$ cat src/shared/wwm_pkg.sv
`default_nettype none
package wwm_pkg;

  // Register bus geometry
  localparam int ADDR_W = 8;
  localparam int DATA_W = 32;
  localparam int CNT_W  = 16;
  localparam int EVT_W  = 8;

  // Register byte offsets
  localparam logic [ADDR_W-1:0] OFS_CTRL     = 8'h00;
  localparam logic [ADDR_W-1:0] OFS_STATUS   = 8'h04;
  localparam logic [ADDR_W-1:0] OFS_TICK_DIV = 8'h08;
  localparam logic [ADDR_W-1:0] OFS_TMO      = 8'h0c;
  localparam logic [ADDR_W-1:0] OFS_DP       = 8'h10;
  localparam logic [ADDR_W-1:0] OFS_FLT      = 8'h14;
  localparam logic [ADDR_W-1:0] OFS_EVENTS   = 8'h18;

  // Field positions
  localparam int CTRL_VARIANT_B_BIT = 0;
  localparam int EVT_DP_LSB         = 8;

  // Reset values: one tick is 1000 cycles (4 us at 250 MHz)
  localparam logic [DATA_W-1:0] TICK_DIV_RST = 32'h0000_03e8;
  localparam logic [CNT_W-1:0]  TMO_RST      = 16'h0010;
  localparam logic [CNT_W-1:0]  DP_RST       = 16'h0004;
  localparam logic [CNT_W-1:0]  FLT_RST      = 16'h0008;
  localparam logic              CTRL_RST     = 1'b0;

  // Bus responses
  localparam logic [1:0] RESP_OKAY   = 2'h0;
  localparam logic [1:0] RESP_SLVERR = 2'h2;

  // Watchdog states
  typedef enum logic [2:0] {
    ST_INIT   = 3'h0,
    ST_POR    = 3'h1,
    ST_IDLE   = 3'h2,
    ST_OPEN   = 3'h3,
    ST_CLOSED = 3'h4,
    ST_FAULT  = 3'h5
  } wwm_state_type;

  // Synchronised pin levels
  typedef struct packed {
    logic trig;
    logic wen;
    logic adj_tied_low;
    logic adj_tied_high;
    logic cur_ge_act;
    logic cur_le_deact;
    logic supply_ok;
    logic uv_reset_n;
  } wwm_pins_type;

  localparam int PINS_W = $bits(wwm_pins_type);

  // Status word as software sees it
  typedef struct packed {
    logic [23:0]   zero;
    logic          ticking;
    logic          auto_active;
    logic          fault_low;
    logic          monitor_on;
    logic [0:0]    spare;
    wwm_state_type state;
  } wwm_status_type;

  // Byte-lane merge for AXI write strobes
  function automatic logic [DATA_W-1:0] merge_bytes(input logic [DATA_W-1:0] old_val,
                                                    input logic [DATA_W-1:0] new_val,
                                                    input logic [3:0]        strb);
    logic [DATA_W-1:0] res;
    res = old_val;
    for (int i = 0; i < 4; i++)
    begin
      if (strb[i])
      begin
        res[i*8 +: 8] = new_val[i*8 +: 8];
      end
    end
    return res;
  endfunction : merge_bytes

endpackage : wwm_pkg
`default_nettype wire

$ cat src/core/wwm_sync3.sv
`timescale 1ns/1ps
`default_nettype none
// Three-stage synchroniser; the output moves only when stages two and three agree
module wwm_sync3 #(
  parameter int W = 1
) (
  // Clock and reset
  input  wire logic         clk,
  input  wire logic         rst_n,
  // Asynchronous levels in, filtered levels out
  input  wire logic [W-1:0] d,
  output var  logic [W-1:0] q
);

  logic [W-1:0] s1;
  logic [W-1:0] s2;
  logic [W-1:0] s3;
  logic [W-1:0] agree;

  // Stage one feeds only stage two
  assign agree = ~(s2 ^ s3);

  // Reset to low so an unconnected pin reads low
  always_ff @(posedge clk or negedge rst_n)
  begin
    if (!rst_n)
    begin
      s1 <= '0;
      s2 <= '0;
      s3 <= '0;
      q  <= '0;
    end
    else
    begin
      s1 <= d;
      s2 <= s1;
      s3 <= s2;
      q  <= (agree & s3) | (~agree & q);
    end
  end

endmodule : wwm_sync3
`default_nettype wire

$ cat src/core/wwm_top.sv
`timescale 1ns/1ps
`default_nettype none
module wwm_top (
  // Clock and reset
  input  wire logic        CLK,
  input  wire logic        RSTN,
  // Pins from the outside world (asynchronous)
  input  wire logic        TRIGGER_INPUT,
  input  wire logic        ENABLE_INPUT,
  input  wire logic        ADJ_TIED_LOW,
  input  wire logic        ADJ_TIED_HIGH,
  input  wire logic        CUR_GE_ACT,
  input  wire logic        CUR_LE_DEACT,
  input  wire logic        SUPPLY_OK,
  input  wire logic        UNDERVOLTAGE_RESET_N,
  // Watchdog outputs
  output var  logic        FAULT_OUTPUT_N,
  output var  logic        COMBINED_FAULT_RESET_N,
  // AXI4-Lite write address and data
  input  wire logic [7:0]  S_AXI_AWADDR,
  input  wire logic        S_AXI_AWVALID,
  output var  logic        S_AXI_AWREADY,
  input  wire logic [31:0] S_AXI_WDATA,
  input  wire logic [3:0]  S_AXI_WSTRB,
  input  wire logic        S_AXI_WVALID,
  output var  logic        S_AXI_WREADY,
  // AXI4-Lite write response
  output var  logic [1:0]  S_AXI_BRESP,
  output var  logic        S_AXI_BVALID,
  input  wire logic        S_AXI_BREADY,
  // AXI4-Lite read
  input  wire logic [7:0]  S_AXI_ARADDR,
  input  wire logic        S_AXI_ARVALID,
  output var  logic        S_AXI_ARREADY,
  output var  logic [31:0] S_AXI_RDATA,
  output var  logic [1:0]  S_AXI_RRESP,
  output var  logic        S_AXI_RVALID,
  input  wire logic        S_AXI_RREADY
);

  localparam int CW = wwm_pkg::CNT_W;
  localparam int EW = wwm_pkg::EVT_W;

  wwm_pkg::wwm_pins_type   pins_raw;
  wwm_pkg::wwm_pins_type   pins;
  wwm_pkg::wwm_state_type  state;
  wwm_pkg::wwm_state_type  next_state;
  wwm_pkg::wwm_status_type status_word;

  // Software registers
  logic                    variant_b;
  logic [31:0]             tick_div;
  logic [CW-1:0]           tmo_ticks;
  logic [CW-1:0]           dp_ticks;
  logic [CW-1:0]           flt_ticks;
  logic [EW-1:0]           tmo_events;
  logic [EW-1:0]           dp_events;

  // Watchdog datapath
  logic                    trig_prev;
  logic                    trig_rise;
  logic                    trig_accept;
  logic                    auto_active;
  logic                    next_auto_active;
  logic                    adj_status;
  logic                    enable_level;
  logic                    monitor_en;
  logic                    ticking;
  logic                    restart;
  logic [31:0]             tick_cnt;
  logic [31:0]             tick_last;
  logic                    tick;
  logic [CW-1:0]           tmo_cnt;
  logic [CW-1:0]           win_cnt;
  logic                    tmo_hit;
  logic                    dp_hit;
  logic                    flt_hit;
  logic                    fault_entry_tmo;
  logic                    fault_entry_dp;

  // Bus datapath
  logic                    write_fire;
  logic                    read_fire;
  logic                    aw_take;
  logic                    ar_take;
  logic                    wr_mapped;
  logic                    rd_mapped;
  logic [31:0]             rd_value;

  // Pins enter through a three-flop filter; an open pin resets low
  assign pins_raw = '{trig:          TRIGGER_INPUT,
                      wen:           ENABLE_INPUT,
                      adj_tied_low:  ADJ_TIED_LOW,
                      adj_tied_high: ADJ_TIED_HIGH,
                      cur_ge_act:    CUR_GE_ACT,
                      cur_le_deact:  CUR_LE_DEACT,
                      supply_ok:     SUPPLY_OK,
                      uv_reset_n:    UNDERVOLTAGE_RESET_N};

  wwm_sync3 #(
    .W (wwm_pkg::PINS_W)
  ) u_sync (
    .clk   (CLK),
    .rst_n (RSTN),
    .d     (pins_raw),
    .q     (pins)
  );

  // Edge from two successive filtered samples
  assign trig_rise = pins.trig & ~trig_prev;

  // Enable path: variant A uses the enable pin, variant B the adjust status
  assign enable_level = variant_b ? adj_status : (pins.wen & auto_active);
  assign monitor_en   = pins.supply_ok & enable_level;

  // Adjust pin mode: tied low unused, tied high always, otherwise autonomous
  assign adj_status = pins.adj_tied_high ? 1'b1 :
                      pins.adj_tied_low  ? 1'b0 : auto_active;

  // Comparator with hysteresis: set at activation, cleared at deactivation
  assign next_auto_active = (!variant_b && !pins.wen) ? 1'b0 :
                            pins.cur_ge_act   ? 1'b1 :
                            pins.cur_le_deact ? 1'b0 :
                            auto_active;

  // Time base runs only while a window or a fault is being timed
  assign ticking   = (state == wwm_pkg::ST_OPEN) || (state == wwm_pkg::ST_CLOSED) ||
                     (state == wwm_pkg::ST_FAULT);
  assign restart   = (state == wwm_pkg::ST_IDLE);
  assign tick_last = (tick_div == 32'h0000_0000) ? 32'h0000_0000 : tick_div - 32'h0000_0001;
  assign tick      = ticking && (tick_cnt >= tick_last);

  // Window comparisons in ticks
  assign tmo_hit = (tmo_cnt >= tmo_ticks);
  assign dp_hit  = (win_cnt >= dp_ticks);
  assign flt_hit = (win_cnt >= flt_ticks);

  // Edges count only while monitored, output high and ticking
  assign trig_accept = trig_rise && monitor_en &&
                       ((state == wwm_pkg::ST_OPEN) || (state == wwm_pkg::ST_CLOSED));

  assign fault_entry_tmo = (state == wwm_pkg::ST_OPEN) && monitor_en && !trig_accept && tmo_hit;
  assign fault_entry_dp  = (state == wwm_pkg::ST_CLOSED) && monitor_en && trig_accept;

  // State transitions; undervoltage overrides every state
  always_comb
  begin
    next_state = state;
    if (!pins.supply_ok)
    begin
      next_state = wwm_pkg::ST_INIT;
    end
    else
    begin
      unique case (state)
        wwm_pkg::ST_INIT:
          next_state = wwm_pkg::ST_POR;
        wwm_pkg::ST_POR:
          next_state = wwm_pkg::ST_IDLE;
        wwm_pkg::ST_IDLE:
          if (monitor_en)
          begin
            next_state = wwm_pkg::ST_OPEN;
          end
        wwm_pkg::ST_OPEN:
          if (!monitor_en)
          begin
            next_state = wwm_pkg::ST_IDLE;
          end
          else if (trig_accept)
          begin
            next_state = wwm_pkg::ST_CLOSED;
          end
          else if (tmo_hit)
          begin
            next_state = wwm_pkg::ST_FAULT;
          end
        wwm_pkg::ST_CLOSED:
          if (!monitor_en)
          begin
            next_state = wwm_pkg::ST_IDLE;
          end
          else if (trig_accept)
          begin
            next_state = wwm_pkg::ST_FAULT;
          end
          else if (dp_hit)
          begin
            next_state = wwm_pkg::ST_OPEN;
          end
        wwm_pkg::ST_FAULT:
          if (flt_hit)
          begin
            next_state = monitor_en ? wwm_pkg::ST_OPEN : wwm_pkg::ST_IDLE;
          end
        default:
          next_state = wwm_pkg::ST_INIT;
      endcase
    end
  end

  // State, hysteresis flop and trigger history
  always_ff @(posedge CLK or negedge RSTN)
  begin
    if (!RSTN)
    begin
      state       <= wwm_pkg::ST_INIT;
      auto_active <= 1'b0;
      trig_prev   <= 1'b0;
    end
    else
    begin
      state       <= next_state;
      auto_active <= next_auto_active;
      trig_prev   <= pins.trig;
    end
  end

  // Base tick divider stands in for one capacitor charge-discharge cycle
  always_ff @(posedge CLK or negedge RSTN)
  begin
    if (!RSTN)
    begin
      tick_cnt <= 32'h0000_0000;
    end
    else if (!ticking || restart || tick)
    begin
      tick_cnt <= 32'h0000_0000;
    end
    else
    begin
      tick_cnt <= tick_cnt + 32'h0000_0001;
    end
  end

  // Timeout runs from window start or last trigger, across the closed window
  always_ff @(posedge CLK or negedge RSTN)
  begin
    if (!RSTN)
    begin
      tmo_cnt <= '0;
    end
    else if ((next_state != wwm_pkg::ST_OPEN && next_state != wwm_pkg::ST_CLOSED) ||
             trig_accept || (state != wwm_pkg::ST_OPEN && state != wwm_pkg::ST_CLOSED))
    begin
      tmo_cnt <= '0;
    end
    else if (tick && !tmo_hit)
    begin
      tmo_cnt <= tmo_cnt + 16'h0001;
    end
  end

  // Closed-window and fault-low time restart on every state change
  always_ff @(posedge CLK or negedge RSTN)
  begin
    if (!RSTN)
    begin
      win_cnt <= '0;
    end
    else if (next_state != state)
    begin
      win_cnt <= '0;
    end
    else if (tick && (win_cnt != 16'hffff))
    begin
      win_cnt <= win_cnt + 16'h0001;
    end
  end

  // Outputs come from flops fed by the next state so they track it exactly
  always_ff @(posedge CLK or negedge RSTN)
  begin
    if (!RSTN)
    begin
      FAULT_OUTPUT_N         <= 1'b1;
      COMBINED_FAULT_RESET_N <= 1'b0;
    end
    else
    begin
      FAULT_OUTPUT_N         <= (next_state != wwm_pkg::ST_FAULT);
      COMBINED_FAULT_RESET_N <= (next_state != wwm_pkg::ST_FAULT) & pins.uv_reset_n;
    end
  end

  // Fault event tallies for software; they wrap
  always_ff @(posedge CLK or negedge RSTN)
  begin
    if (!RSTN)
    begin
      tmo_events <= '0;
      dp_events  <= '0;
    end
    else
    begin
      tmo_events <= tmo_events + {{(EW-1){1'b0}}, fault_entry_tmo};
      dp_events  <= dp_events + {{(EW-1){1'b0}}, fault_entry_dp};
    end
  end

  // Bus handshakes: address and data are taken together, one at a time
  assign aw_take    = S_AXI_AWVALID && S_AXI_WVALID && !S_AXI_AWREADY && !S_AXI_BVALID;
  assign write_fire = S_AXI_AWVALID && S_AXI_AWREADY;
  assign ar_take    = S_AXI_ARVALID && !S_AXI_ARREADY && !S_AXI_RVALID;
  assign read_fire  = S_AXI_ARVALID && S_AXI_ARREADY;

  // Write decode covers read-only words too so they answer OKAY
  assign wr_mapped = (S_AXI_AWADDR == wwm_pkg::OFS_CTRL)     ||
                     (S_AXI_AWADDR == wwm_pkg::OFS_STATUS)   ||
                     (S_AXI_AWADDR == wwm_pkg::OFS_TICK_DIV) ||
                     (S_AXI_AWADDR == wwm_pkg::OFS_TMO)      ||
                     (S_AXI_AWADDR == wwm_pkg::OFS_DP)       ||
                     (S_AXI_AWADDR == wwm_pkg::OFS_FLT)      ||
                     (S_AXI_AWADDR == wwm_pkg::OFS_EVENTS);
  assign rd_mapped = (S_AXI_ARADDR == wwm_pkg::OFS_CTRL)     ||
                     (S_AXI_ARADDR == wwm_pkg::OFS_STATUS)   ||
                     (S_AXI_ARADDR == wwm_pkg::OFS_TICK_DIV) ||
                     (S_AXI_ARADDR == wwm_pkg::OFS_TMO)      ||
                     (S_AXI_ARADDR == wwm_pkg::OFS_DP)       ||
                     (S_AXI_ARADDR == wwm_pkg::OFS_FLT)      ||
                     (S_AXI_ARADDR == wwm_pkg::OFS_EVENTS);

  // Status shows live watchdog state
  assign status_word = '{zero:        24'h00_0000,
                         ticking:     ticking,
                         auto_active: auto_active,
                         fault_low:   !FAULT_OUTPUT_N,
                         monitor_on:  monitor_en,
                         spare:       1'b0,
                         state:       state};

  // Read mux; unused upper bits read as zero
  assign rd_value =
    (S_AXI_ARADDR == wwm_pkg::OFS_CTRL)     ? {31'h0000_0000, variant_b} :
    (S_AXI_ARADDR == wwm_pkg::OFS_STATUS)   ? status_word :
    (S_AXI_ARADDR == wwm_pkg::OFS_TICK_DIV) ? tick_div :
    (S_AXI_ARADDR == wwm_pkg::OFS_TMO)      ? {16'h0000, tmo_ticks} :
    (S_AXI_ARADDR == wwm_pkg::OFS_DP)       ? {16'h0000, dp_ticks} :
    (S_AXI_ARADDR == wwm_pkg::OFS_FLT)      ? {16'h0000, flt_ticks} :
    (S_AXI_ARADDR == wwm_pkg::OFS_EVENTS)   ? {16'h0000, dp_events, tmo_events} :
                                              32'h0000_0000;

  // Write channel: ready pulses one cycle, response holds until taken
  always_ff @(posedge CLK or negedge RSTN)
  begin
    if (!RSTN)
    begin
      S_AXI_AWREADY <= 1'b0;
      S_AXI_WREADY  <= 1'b0;
      S_AXI_BVALID  <= 1'b0;
      S_AXI_BRESP   <= wwm_pkg::RESP_OKAY;
    end
    else
    begin
      S_AXI_AWREADY <= aw_take;
      S_AXI_WREADY  <= aw_take;
      if (write_fire)
      begin
        S_AXI_BVALID <= 1'b1;
        S_AXI_BRESP  <= wr_mapped ? wwm_pkg::RESP_OKAY : wwm_pkg::RESP_SLVERR;
      end
      else if (S_AXI_BREADY)
      begin
        S_AXI_BVALID <= 1'b0;
      end
    end
  end

  // Register writes honour byte strobes; timing values take effect at once
  always_ff @(posedge CLK or negedge RSTN)
  begin
    if (!RSTN)
    begin
      variant_b <= wwm_pkg::CTRL_RST;
      tick_div  <= wwm_pkg::TICK_DIV_RST;
      tmo_ticks <= wwm_pkg::TMO_RST;
      dp_ticks  <= wwm_pkg::DP_RST;
      flt_ticks <= wwm_pkg::FLT_RST;
    end
    else if (write_fire)
    begin
      if (S_AXI_AWADDR == wwm_pkg::OFS_CTRL && S_AXI_WSTRB[0])
      begin
        variant_b <= S_AXI_WDATA[wwm_pkg::CTRL_VARIANT_B_BIT];
      end
      if (S_AXI_AWADDR == wwm_pkg::OFS_TICK_DIV)
      begin
        tick_div <= wwm_pkg::merge_bytes(tick_div, S_AXI_WDATA, S_AXI_WSTRB);
      end
      if (S_AXI_AWADDR == wwm_pkg::OFS_TMO)
      begin
        tmo_ticks <= CW'(wwm_pkg::merge_bytes({16'h0000, tmo_ticks}, S_AXI_WDATA, S_AXI_WSTRB));
      end
      if (S_AXI_AWADDR == wwm_pkg::OFS_DP)
      begin
        dp_ticks <= CW'(wwm_pkg::merge_bytes({16'h0000, dp_ticks}, S_AXI_WDATA, S_AXI_WSTRB));
      end
      if (S_AXI_AWADDR == wwm_pkg::OFS_FLT)
      begin
        flt_ticks <= CW'(wwm_pkg::merge_bytes({16'h0000, flt_ticks}, S_AXI_WDATA, S_AXI_WSTRB));
      end
    end
  end

  // Read channel: data captured with the address, held until taken
  always_ff @(posedge CLK or negedge RSTN)
  begin
    if (!RSTN)
    begin
      S_AXI_ARREADY <= 1'b0;
      S_AXI_RVALID  <= 1'b0;
      S_AXI_RDATA   <= 32'h0000_0000;
      S_AXI_RRESP   <= wwm_pkg::RESP_OKAY;
    end
    else
    begin
      S_AXI_ARREADY <= ar_take;
      if (read_fire)
      begin
        S_AXI_RVALID <= 1'b1;
        S_AXI_RDATA  <= rd_value;
        S_AXI_RRESP  <= rd_mapped ? wwm_pkg::RESP_OKAY : wwm_pkg::RESP_SLVERR;
      end
      else if (S_AXI_RREADY)
      begin
        S_AXI_RVALID <= 1'b0;
      end
    end
  end

endmodule : wwm_top
`default_nettype wire

$ cat config.mk
export PLATFORM = sky130hd
export DESIGN_NAME = wwm_top
export DESIGN_NICKNAME = d
export VERILOG_FILES = /design/src/shared/wwm_pkg.sv /design/src/core/wwm_sync3.sv /design/src/core/wwm_top.sv
export SDC_FILE = /design/constraint.sdc
export NUM_CORES = 1
export LEC_CHECK = 0
export BUFFER_PORTS_ARGS = -buffer_cell sky130_fd_sc_hd__buf_4
export CAP_MARGIN = 20
export CELL_PAD_IN_SITES_DETAIL_PLACEMENT = 0
export CELL_PAD_IN_SITES_GLOBAL_PLACEMENT = 1
export CORE_MARGIN = 4
export CORE_UTILIZATION = 43
export CTS_CLUSTER_DIAMETER = 30
export DETAILED_ROUTE_END_ITERATION = 8
export PLACE_DENSITY = 0.87
export SYNTH_ARGS = -nofsm -noshare
export SYNTH_HDL_FRONTEND = slang
export SYNTH_SLANG_ARGS = --single-unit
$ cat constraint.sdc
create_clock -name CLK -period 4.5 [get_ports CLK]
set_input_delay 0.675 -clock CLK [delete_from_list [all_inputs] [get_ports CLK]]
set_output_delay 0.675 -clock CLK [all_outputs]
set_load 0.02 [all_outputs]
==> results of run 1 <==
## synth_stat cells (17+ instances only)
cell        n
nor3_1     21
inv_1      66
dfrtp_1   228
nand4_1    30
ha_1       89
clkbuf_1   33
o21ai_0    46
nor2_1    103
nand3_1    32
a22o_1     17
nand2_1   143
a21oi_1    44
mux2_2     74
xnor2_1    31
and3_1     30
xor2_1     68
## cell type report
class	count	area (um^2)	share of cell area [%]
clock inverter	42	676	4.04
multi-input combinational	924	6690	40.0
sequential	238	5970	35.7
inverter	67	251	1.50
tap	390	488	2.92
timing repair buffer	135	1050	6.25
clock buffer	70	1610	9.61
## power breakdown
part           switching, mW  total [mW]  internal [mW]
Combinational          0.256       0.398          0.142
Sequential            0.0516        2.24           2.19
Clock                   1.38        4.74           3.36
## cells by family after synthesis
| kind of cell | count (synthesis) | synth area share [%] |
|---|---|---|
| AO/OA/AOI/OAI | 206 | 11.2 |
| XOR/XNOR | 99 | 6.65 |
| adder cells (fa/ha/maj) | 97 | 9.15 |
| buffers and inverters | 109 | 3.33 |
| flip-flops | 238 | 45.8 |
| multiplexers | 81 | 6.97 |
| other | 1 | 0.0288 |
| AND/OR/NAND/NOR | 439 | 16.9 |
## worst paths after layout
kind / start / end / slack [ns] / cells after the start
hold reg to reg: u_sync.s1[5] / u_sync.s2[5] / 0.34 / 0
setup / recovery: tick_div[8] / tmo_cnt[9] / 0.16 / 16
hold / removal: RSTN / u_sync.s1[0] / 0.13 / 1
setup reg to reg: tick_div[8] / tmo_cnt[9] / 0.16 / 16
min in group CLK: ENABLE_INPUT / u_sync.s1[6] / 0.20 / 1
max in group asynchronous: RSTN / tick_div[8] / 3.26 / 2
## metrics by stage
stage / total power [mW] / setup TNS (ns)
after global routing: 7.62 / -0.0206
after CTS: 7.44 / 0
after global placement: 2.67 / 0
after detailed placement: 2.67 / 0
after floorplan: 2.47 / 0
final: 7.38 / 0
## worst register-to-register path, stage by stage (launching register included)
cell and delay, ns:
dfstp_2 0.36, or4_4 0.56, or4_4 0.44, or3_4 0.35, nand2b_4 0.18, nor4_4 0.15
xor2_1 0.17, nand2_1 0.10, ha_4 0.28, nand4_1 0.12, nor2_1 0.16, nand2_1 0.07
a311o_1 0.32, a21boi_2 0.21, nand4_1 0.15, or3_1 0.39, a211oi_2 0.21
## per-layer routing
layer | global-route usage [%] | routed length [um] | vias to the layer above
li1 | - | - | 4862
met1 | 28.9 | 15300 | 5016
met2 | 34.6 | 16600 | 286
met3 | 3.75 | 2000 | 83
met4 | 6.90 | 1030 | 0
met5 | 0 | 0 | -
## flip-flops by register name (all words and copies together), names as in the netlist, 3 cells and up, named ones only
signal       cells
S_AXI_RDATA     32
flt_ticks       16
state            3
u_sync.s2        8
tmo_ticks       16
dp_events        8
win_cnt         16
tick_div        32
tmo_cnt         16
u_sync.s3        8
u_sync.s1        8
dp_ticks        16
tmo_events       8
tick_cnt        32
## timing repair
item / in CTS / in global routing
hold endpoints to repair: 0 / 0
setup buffers: 0 / 2
setup endpoints to repair: 0 / 24
resized for setup: 0 / 7
## cells in the final DEF, fill, tap and decap left out, drive strengths merged, types with 6 or more instances in the layout
cell      Yosys  final
nand4        30     30
dfstp        10     10
a211oi        6      6
nand2       143    143
mux2i         6      6
o221ai        7      7
o21a          6      6
and4         10     10
buf           9    135
xor2         68     68
a21oi        44     44
a22oi        10     10
dfrtp       228    228
clkinvlp      0     11
nand2b       11     11
clkbuf       33     70
bufinv        0     14
inv          67     67
and2          6      6
clkinv        0     17
a21o         10     10
a22o         17     17
nor2        103    103
maj3          8      8
ha           89     89
nor3         33     33
o21ai        50     50
and3         30     30
xnor2        31     31
mux2         75     75
a31oi         8      8
nand3        32     32
nor4          9      9
nor2b         6      6
==> results.md, run 1 <==
* Placed cell count at 1752
* Vias in the first global route at 10481
* Startpoint types: flop
* Pre-CTS setup slack at 0.102 ns
* Antenna cells at 0
* Final worst setup slack at 0.159 ns
* Slowest cell on crit path: or4_4
* Max_cap viols at 0
* Leak Pwr at 7.96 nW
* Post-synthesis cell count at 1270
* I/O Buffers at 107
* DR WL/cell at 18.7 um
* Clk sinks at 238
* Total gr overflow at 0
* Critical Path AT at 4.80 ns
* Area growth syn-to-layout at 28.3%
* Drt pass-1 iters at 7
* Slew Limit Fails at 0
* Initial antenna violation count at 0
* CP Capture Type: flop
* Final ANT Viol Nets at 0
* CP required at 4.96 ns
* GP Congestion at 0.898
* Share of cells above drive strength 1 at 25.1%
* Period utilization at 96.5%
* Setup Skew at 0.0263 ns
* Final hold vios at 0
* Max IR drop VDD at 0.329 mV
* Final wirelength at 35000 um
* Synth warnings at 0
* Syn avg cell area at 10.3 um^2
* Fillers at 2582
* TritonCTS clock tree: yes
* Sequential fraction of the synthesis area at 45.8%
* Fin crit period at 4.34 ns
* Final Cell Area at 0.0167 mm^2
* Largest net degree at the start of global routing at 117
* First-pass GRT wire length at 57100 um
* Core Box Area at 0.0298 mm^2
* Post-synth ARST share at 100%
* Die span in y at 182 um
* Crit-path max FO at 5
* Post-DP HPWL at 25400 um
* # H-tree levels at 2
* Final net count at 1581
* Worst path cell trace: or4_4, or4_4, or3_4, nand2b_4, nor4_4, xor2_1, nand2_1, ha_4, nand4_1, nor2_1, nand2_1, a311o_1, a21boi_2, nand4_1, or3_1, a211oi_2
* Number of remaining DRC errors at 0
* Die X at 182 um
* Fmax at 0.230 GHz
* Total GRT Usage at 21.2%
* Max clock buf depth at 3
* CP delay by family, top: simple AND/OR/NAND/NOR gates
* Hold slack at 0.132 ns
* # hold bufs at CTS at 0
* Buffering stage count on the worst path with inverters included at 0
* Synth area leader: dfrtp_1
* Root buf cell: clkbuf_16
* Placed Area at 0.0144 mm^2
* Via count at 10247
* Core Util, Final at 56.1%
* Area share of the largest cell type after synthesis at 43.7%
* Synthesized cell area at 0.0130 mm^2
* Crit path kind: reg -> reg
* Final instance count without filler cells at 1866
* # setup viols final at 0
* Hold/Removal Path Class: in -> async
* 1st-iter DRT viols at 667
* Slew @ Worst Pin at 1.03 ns
* Worst-path clk slew at 0.05 ns
* Post-synthesis register bit count at 238
* Critical path's largest stage delay at 0.56 ns
* Starting Density at 43.8%
* Routed vias/inst at 5.49
* Primary FF master, synth: dfrtp_1
* Worst skew pair latency at 0.58 ns
* Die Area at 0.0332 mm^2
* Cell Pwr Density at 441 mW/mm^2
* Post-synth cell types at 83
* Worst rel slew slack at 30.4%
* # IOs at 110
* Rows at 63
* Post-synth EDFFs at 0
* Total CTS buffers at 59
* Status: finished clean
* Top cells by area, synth: dfrtp_1 (44%), ha_1 (8.5%), mux2_2 (6.4%)
Note: power is estimated with default switching activity, not from simulation.
==> inputs of run 2 (changes only) <==
Settings changed: CORE_UTILIZATION 43 to 51, PLACE_DENSITY 0.87 to 0.95.
Clock period 4.5 ns to 5.5 ns, I/O delays scaled along.
==> run 2 against run 1 <==
  * Clock skew grew 0.0029 ns
  * Utilization grew 7.7 points
  * Via count grew 1.0%
  * Count of clock-buffer cells in the layout shrank 9
  * Sequential share of layout area grew 1.4 points
  * Cell area shrank 3.9%
  * Total power shrank 27%
  * Maximum frequency shrank 10%
  * Register-to-register slack gained 0.51 ns
  * Die area shrank 15%
  * First-iteration DRC count grew 11%
  * Clock power shrank 31%
  * Largest power group unchanged
==> results.md, run 2 (synthesis gave the netlist of run 1 again) <==
* Status: finished clean
* Setup tns final at 0 ns (unchanged)
* Initial antenna violation count at 1 (+1)
* Critical Path AT at 5.27 ns (+0.47 ns)
* Drt pass-1 iters at 5 (-2)
* Core Box Area at 0.0252 mm^2 (-15%)
* Worst r2r path cells at 18 (+2)
* Routed vias/inst at 5.83 (+6.2%)
* Die span in y at 168 um (-7.8%)
* Final net count at 1558 (-1.5%)
* Starting Density at 51.8% (+8.0 points)
* Slowest cell on crit path: or4_1
* Fin crit period at 4.83 ns (+0.489 ns)
* Area growth syn-to-layout at 23.3%
* Total gr overflow at 0 (unchanged)
* Worst rel slew slack at 38.7% (+8.3 points)
* Buffering stage count on the worst path with inverters included at 1 (+1)
* Hold/Removal Path Class: in -> async
* Fmax at 0.207 GHz (-10%)
* Worst path cell trace: or4_1, nor3_2, nand3_1, or3_4, nand2b_4, nor3_2, xor2_1, nand2_1, ha_1, nand4_1, nor2_1, nand2_1, a311o_1, a21boi_2, buf_4, nand4_1, or3_1, a211oi_1
* RR Endpoint: tmo_cnt[9]
* Max IR drop VDD at 0.285 mV (-13%)
* # H-tree levels at 2 (unchanged)
* Post-CTS setup buffer count at 0 (unchanged)
* GP Congestion at 0.891 (-0.70%)
* Post-cts sizing count at 0 (unchanged)
* # setup viols final at 0 (unchanged)
* Leak Pwr at 7.68 nW (-3.6%)
* # hold bufs at CTS at 0 (unchanged)
* Slew Limit Fails at 0 (unchanged)
* CP delay by family, top: simple AND/OR/NAND/NOR gates
* Root buf cell: clkbuf_16
* Hold slack at 0.315 ns (+0.184 ns)
* Worst-path clk slew at 0.05 ns (about the same)
* Total CTS buffers at 53 (-10%)
* Max_cap viols at 0 (unchanged)
* RR Startpoint: tick_div[4]
* Clk sinks at 238 (unchanged)
* Rows at 58 (-7.9%)
* Setup Skew at 0.0292 ns (+0.00287 ns)
* Final ANT Viol Nets at 0 (unchanged)
* Max clock buf depth at 3 (unchanged)
* Post-DP HPWL at 24500 um (-3.5%)
* Startpoint types: flop
* CP Capture Type: flop
* Slew @ Worst Pin at 0.908 ns (-0.122 ns)
* Critical path's largest stage delay at 0.53 ns (-0.03 ns)
* TritonCTS clock tree: yes
* Number of remaining DRC errors at 0 (unchanged)
* Commonest cells after routing, fill and taps aside: dfrtp_1 (228), nand2_1 (142), buf_4 (116)
* Die Area at 0.0282 mm^2 (-15%)
* 1st-iter DRT viols at 742 (+11%)
* R2R Setup Slk at 0.67 ns (+0.51 ns)
* Vias in the first global route at 10442 (-0.37%)
* Antenna cells at 0 (unchanged)
* First-pass GRT wire length at 55700 um (-2.5%)
* Via count at 10354 (+1.0%)
* Die X at 168 um (-7.8%)
* Final wirelength at 34300 um (-2.0%)
* Regs by FF count: S_AXI_RDATA: 32 flops, tick_cnt: 32 flops, tick_div: 32 flops
* Period utilization at 87.8% (-8.7 points)
* CP required at 5.94 ns (+0.98 ns)
* Commonest non-fill, non-tap cell in the layout: dfrtp_1
* Share of cells above drive strength 1 at 23.0% (-2.1 points)
* RSZ-0062 raised after global routing: no
* Final hold vios at 0 (unchanged)
* I/O Buffers at 107 (unchanged)
* Crit-path max FO at 15 (+10)
* # IOs at 110 (unchanged)
* Largest net degree at the start of global routing at 128 (+9.4%)
* DR WL/cell at 19.3 um (+3.0%)
* Crit path kind: reg -> reg
* Worst skew pair latency at 0.56 ns (-0.02 ns)
* Cell Pwr Density at 336 mW/mm^2 (-24%)
* Total GRT Usage at 24.2% (+2.9 points)
run 2: cell count changes in the layout (fill, tap and decap cells not counted), moves of 2 or more:
cell	delta
clkinvlp_4	-2
clkinv_4	+4
inv_6	+4
buf_4	-16
bufinv_16	-7
clkbuf_8	-4
clkinv_2	-3
clkbuf_16	-6
run 2: final cells by class:
class / count / area, um^2
fillers: 1958 / 9110
inverters: 67 / 251
flip-flops and latches: 238 / 5970
multi-input cells: 924 / 6650
clock inverters: 37 / 479
clock buffers: 61 / 1410
repair buffers: 118 / 906
well taps: 330 / 413
run 2: how the worst max path moves through the flow:
stage                 startpoint    endpoint  depth (start not counted)
floorplan           tick_div[11]  tmo_cnt[9]                         16
global placement     tick_div[5]  tmo_cnt[9]                         18
detailed placement   tick_div[5]  tmo_cnt[9]                         18
CTS                  tick_div[4]  tmo_cnt[9]                         18
global route         tick_div[4]  tmo_cnt[9]                         18
finish               tick_div[4]  tmo_cnt[9]                         18
run 2: metal layers:
| layer | track usage, % | part of all wire (%) | routed length (um) |
|---|---|---|---|
| met1 | 33.4 | 43 | 14800 |
| met2 | 38.5 | 46 | 15900 |
| met3 | 4.02 | 6.6 | 2270 |
| met4 | 9.24 | 3.8 | 1320 |
| met5 | 0 | 0 | 0 |
run 2: where the power goes:
part / switching [mW] / leakage, nW / internal (mW)
clock: 1.07 / 0.893 / 2.18
sequential: 0.0410 / 3.15 / 1.79
combinational: 0.205 / 3.64 / 0.112
total: 1.31 / 7.68 / 4.09
run 2: per-stage QoR:
step | std cells | util [%] | power (mW) | instance area [um^2] | setup WS (ns)
6_report | 1775 | 63.8 | 5.40 | 16100 | 0.670
5_1_grt | 1775 | 63.8 | 5.58 | 16100 | 0.398
4_1_cts | 1775 | 63.8 | 5.45 | 16100 | 0.711
3_5_place_dp | 1677 | 56.3 | 2.18 | 14200 | 0.735
3_3_place_gp | 1677 | 56.3 | 2.17 | 14200 | 0.871
2_1_floorplan | 1271 | - | 2.02 | 13000 | 1.27
==> inputs of run 3 (changes only) <==
Settings changed: CORE_UTILIZATION 51 to 45, PLACE_DENSITY 0.95 to 0.86.
==> run 3 against run 2 <==
  * Worst setup slack worse by 0.079 ns
  * Utilization down 6.8 points
  * Cell area up 1.6%
  * Via count down 1.1%
  * Total power up 5.2%
  * Wire length up 1.0%
  * Non-clock buffer count unchanged
  * Clock power up 8.6%
  * Sequential power about the same
  * Cell count up 3.7%
  * Clock skew up 0.026 ns
  * Critical path type unchanged
  * Largest cell class unchanged
==> results.md, run 3 (synthesis gave the netlist of run 1 again) <==
* Post-DP HPWL at 25100 um (+2.5%)
* Max IR drop VDD at 0.268 mV (-6.1%)
* Via count at 10239 (-1.1%)
* # setup viols final at 0 (unchanged)
* Worst path cell trace: or4_1, nor3_2, nand3_1, or3_4, nand2b_4, nor4_4, xor2_1, nand2_1, ha_1, nand4_1, nor2_1, nand2_1, a311o_1, a21boi_2, buf_4, nand4_1, or3_1, a211oi_1
* # IOs at 110 (unchanged)
* Worst skew pair latency at 0.60 ns (+0.04 ns)
* Clk sinks at 238 (unchanged)
* Hold/Removal Path Class: in -> async
* Startpoint types: flop
* Commonest cells after routing, fill and taps aside: dfrtp_1 (228), nand2_1 (142), buf_4 (116)
* Total GRT Usage at 22.3% (-1.9 points)
* Share of cells above drive strength 1 at 23.6% (+0.58 points)
* Core Box Area at 0.0286 mm^2 (+14%)
* Post-cts sizing count at 0 (unchanged)
* Setup Skew at 0.0549 ns (+0.0257 ns)
* Cell Pwr Density at 348 mW/mm^2 (+3.5%)
* Final wirelength at 34600 um (+1.0%)
* Placed cell count at 1731 (+3.2%)
* Setup tns final at 0 ns (unchanged)
* Crit path kind: reg -> reg
* Worst-path clk slew at 0.05 ns (about the same)
* # H-tree levels at 2 (unchanged)
* Fin crit period at 4.91 ns (+0.0786 ns)
* Status: finished clean
* DR WL/cell at 18.8 um (-2.5%)
* CP Capture Type: flop
* Largest net degree at the start of global routing at 150 (+17%)
* Die span in y at 178 um (+6.1%)
* Hold slack at 0.236 ns (-0.0796 ns)
* Slowest cell on crit path: or4_1
* Die X at 178 um (+6.1%)
* Post-CTS setup buffer count at 0 (unchanged)
* Total CTS buffers at 58 (+9.4%)
* Die Area at 0.0318 mm^2 (+13%)
* Crit-path max FO at 15 (unchanged)
* GP Congestion at 0.908 (+1.8%)
* Slew Limit Fails at 0 (unchanged)
* Drt pass-1 iters at 5 (unchanged)
* Max_cap viols at 0 (unchanged)
* Leak Pwr at 7.78 nW (+1.3%)
* Antenna cells at 0 (unchanged)
* Vias in the first global route at 10451 (+0.086%)
* R2R Setup Slk at 0.59 ns (-0.08 ns)
* Final hold vios at 0 (unchanged)
* Final net count at 1563 (+0.32%)
* Slew @ Worst Pin at 0.982 ns (+0.0735 ns)
* Commonest non-fill, non-tap cell in the layout: dfrtp_1
* # hold bufs at CTS at 0 (unchanged)
* Final ANT Viol Nets at 0 (unchanged)
* Root buf cell: clkbuf_16
* Period utilization at 89.2% (+1.4 points)
* Worst rel slew slack at 34.3% (-4.4 points)
* Regs by FF count: S_AXI_RDATA: 32 flops, tick_cnt: 32 flops, tick_div: 32 flops
* Total gr overflow at 0 (unchanged)
* First-pass GRT wire length at 56400 um (+1.3%)
* Initial antenna violation count at 0 (-1)
* Routed vias/inst at 5.56 (-4.6%)
* Critical Path AT at 5.36 ns (+0.09 ns)
* Critical path's largest stage delay at 0.57 ns (+0.04 ns)
* Max clock buf depth at 3 (unchanged)
* Pre-CTS setup slack at 0.666 ns (-0.0693 ns)
* CP required at 5.95 ns (about the same)
* Fmax at 0.204 GHz (-1.6%)
* TritonCTS clock tree: yes
* Starting Density at 45.6% (-6.2 points)
* RSZ-0062 raised after global routing: no
* 1st-iter DRT viols at 808 (+8.9%)
* Final worst setup slack at 0.592 ns (-0.0786 ns)
* Area growth syn-to-layout at 25.3%
* I/O Buffers at 107 (unchanged)
* Rows at 62 (+6.9%)
* Number of remaining DRC errors at 0 (unchanged)
* Final instance count without filler cells at 1840 (+3.7%)
-- run 3: area by class of cell --
| cell class | instances | area (um^2) |
|---|---|---|
| repair buffers | 118 | 906 |
| multi-input cells | 924 | 6650 |
| clock buffers | 64 | 1500 |
| fillers | 2427 | 12300 |
| clock inverters | 45 | 579 |
| well taps | 384 | 480 |
| flip-flops and latches | 238 | 5970 |
| inverters | 67 | 251 |
-- run 3: through the flow --
step           power, mW  instance area (um^2)  utilization, %
2_1_floorplan       2.02                 13000               -
3_3_place_gp        2.18                 14300            49.8
3_5_place_dp        2.18                 14300            49.8
4_1_cts             5.74                 16300            57.1
5_1_grt             5.87                 16300            57.1
6_report            5.68                 16300            57.1
-- run 3: critical path: cells and delay by family, from the launching register on --
family	cells	cell delay, ns
buffers and inverters	1	0.22
XOR/XNOR	1	0.18
flip-flops	1	0.39
AO/OA/AOI/OAI	3	0.73
AND/OR/NAND/NOR	12	2.91
adder cells (fa/ha/maj)	1	0.34
-- run 3: worst paths after layout --
check                           depth (start not counted)         endpoint          from
min in group CLK                                        1     u_sync.s1[6]  ENABLE_INPUT
worst min register to register                          0     u_sync.s2[2]  u_sync.s1[2]
worst max register to register                         18       tmo_cnt[9]   tick_div[5]
max in group asynchronous                               2    flt_ticks[14]          RSTN
worst min-delay path                                    1  S_AXI_RDATA[18]          RSTN
worst max-delay path                                   18       tmo_cnt[9]   tick_div[5]
-- run 3: metal layers --
metal	wire, um	track usage, %
met5	0	0
met4	1250	8.47
met3	1960	4.01
met2	16100	35.0
met1	15300	30.8
-- run 3: power breakdown --
part	internal [mW]	leakage (nW)	switching (mW)
registers	1.79	3.15	0.0416
clock network	2.34	0.992	1.19
logic	0.112	3.64	0.207
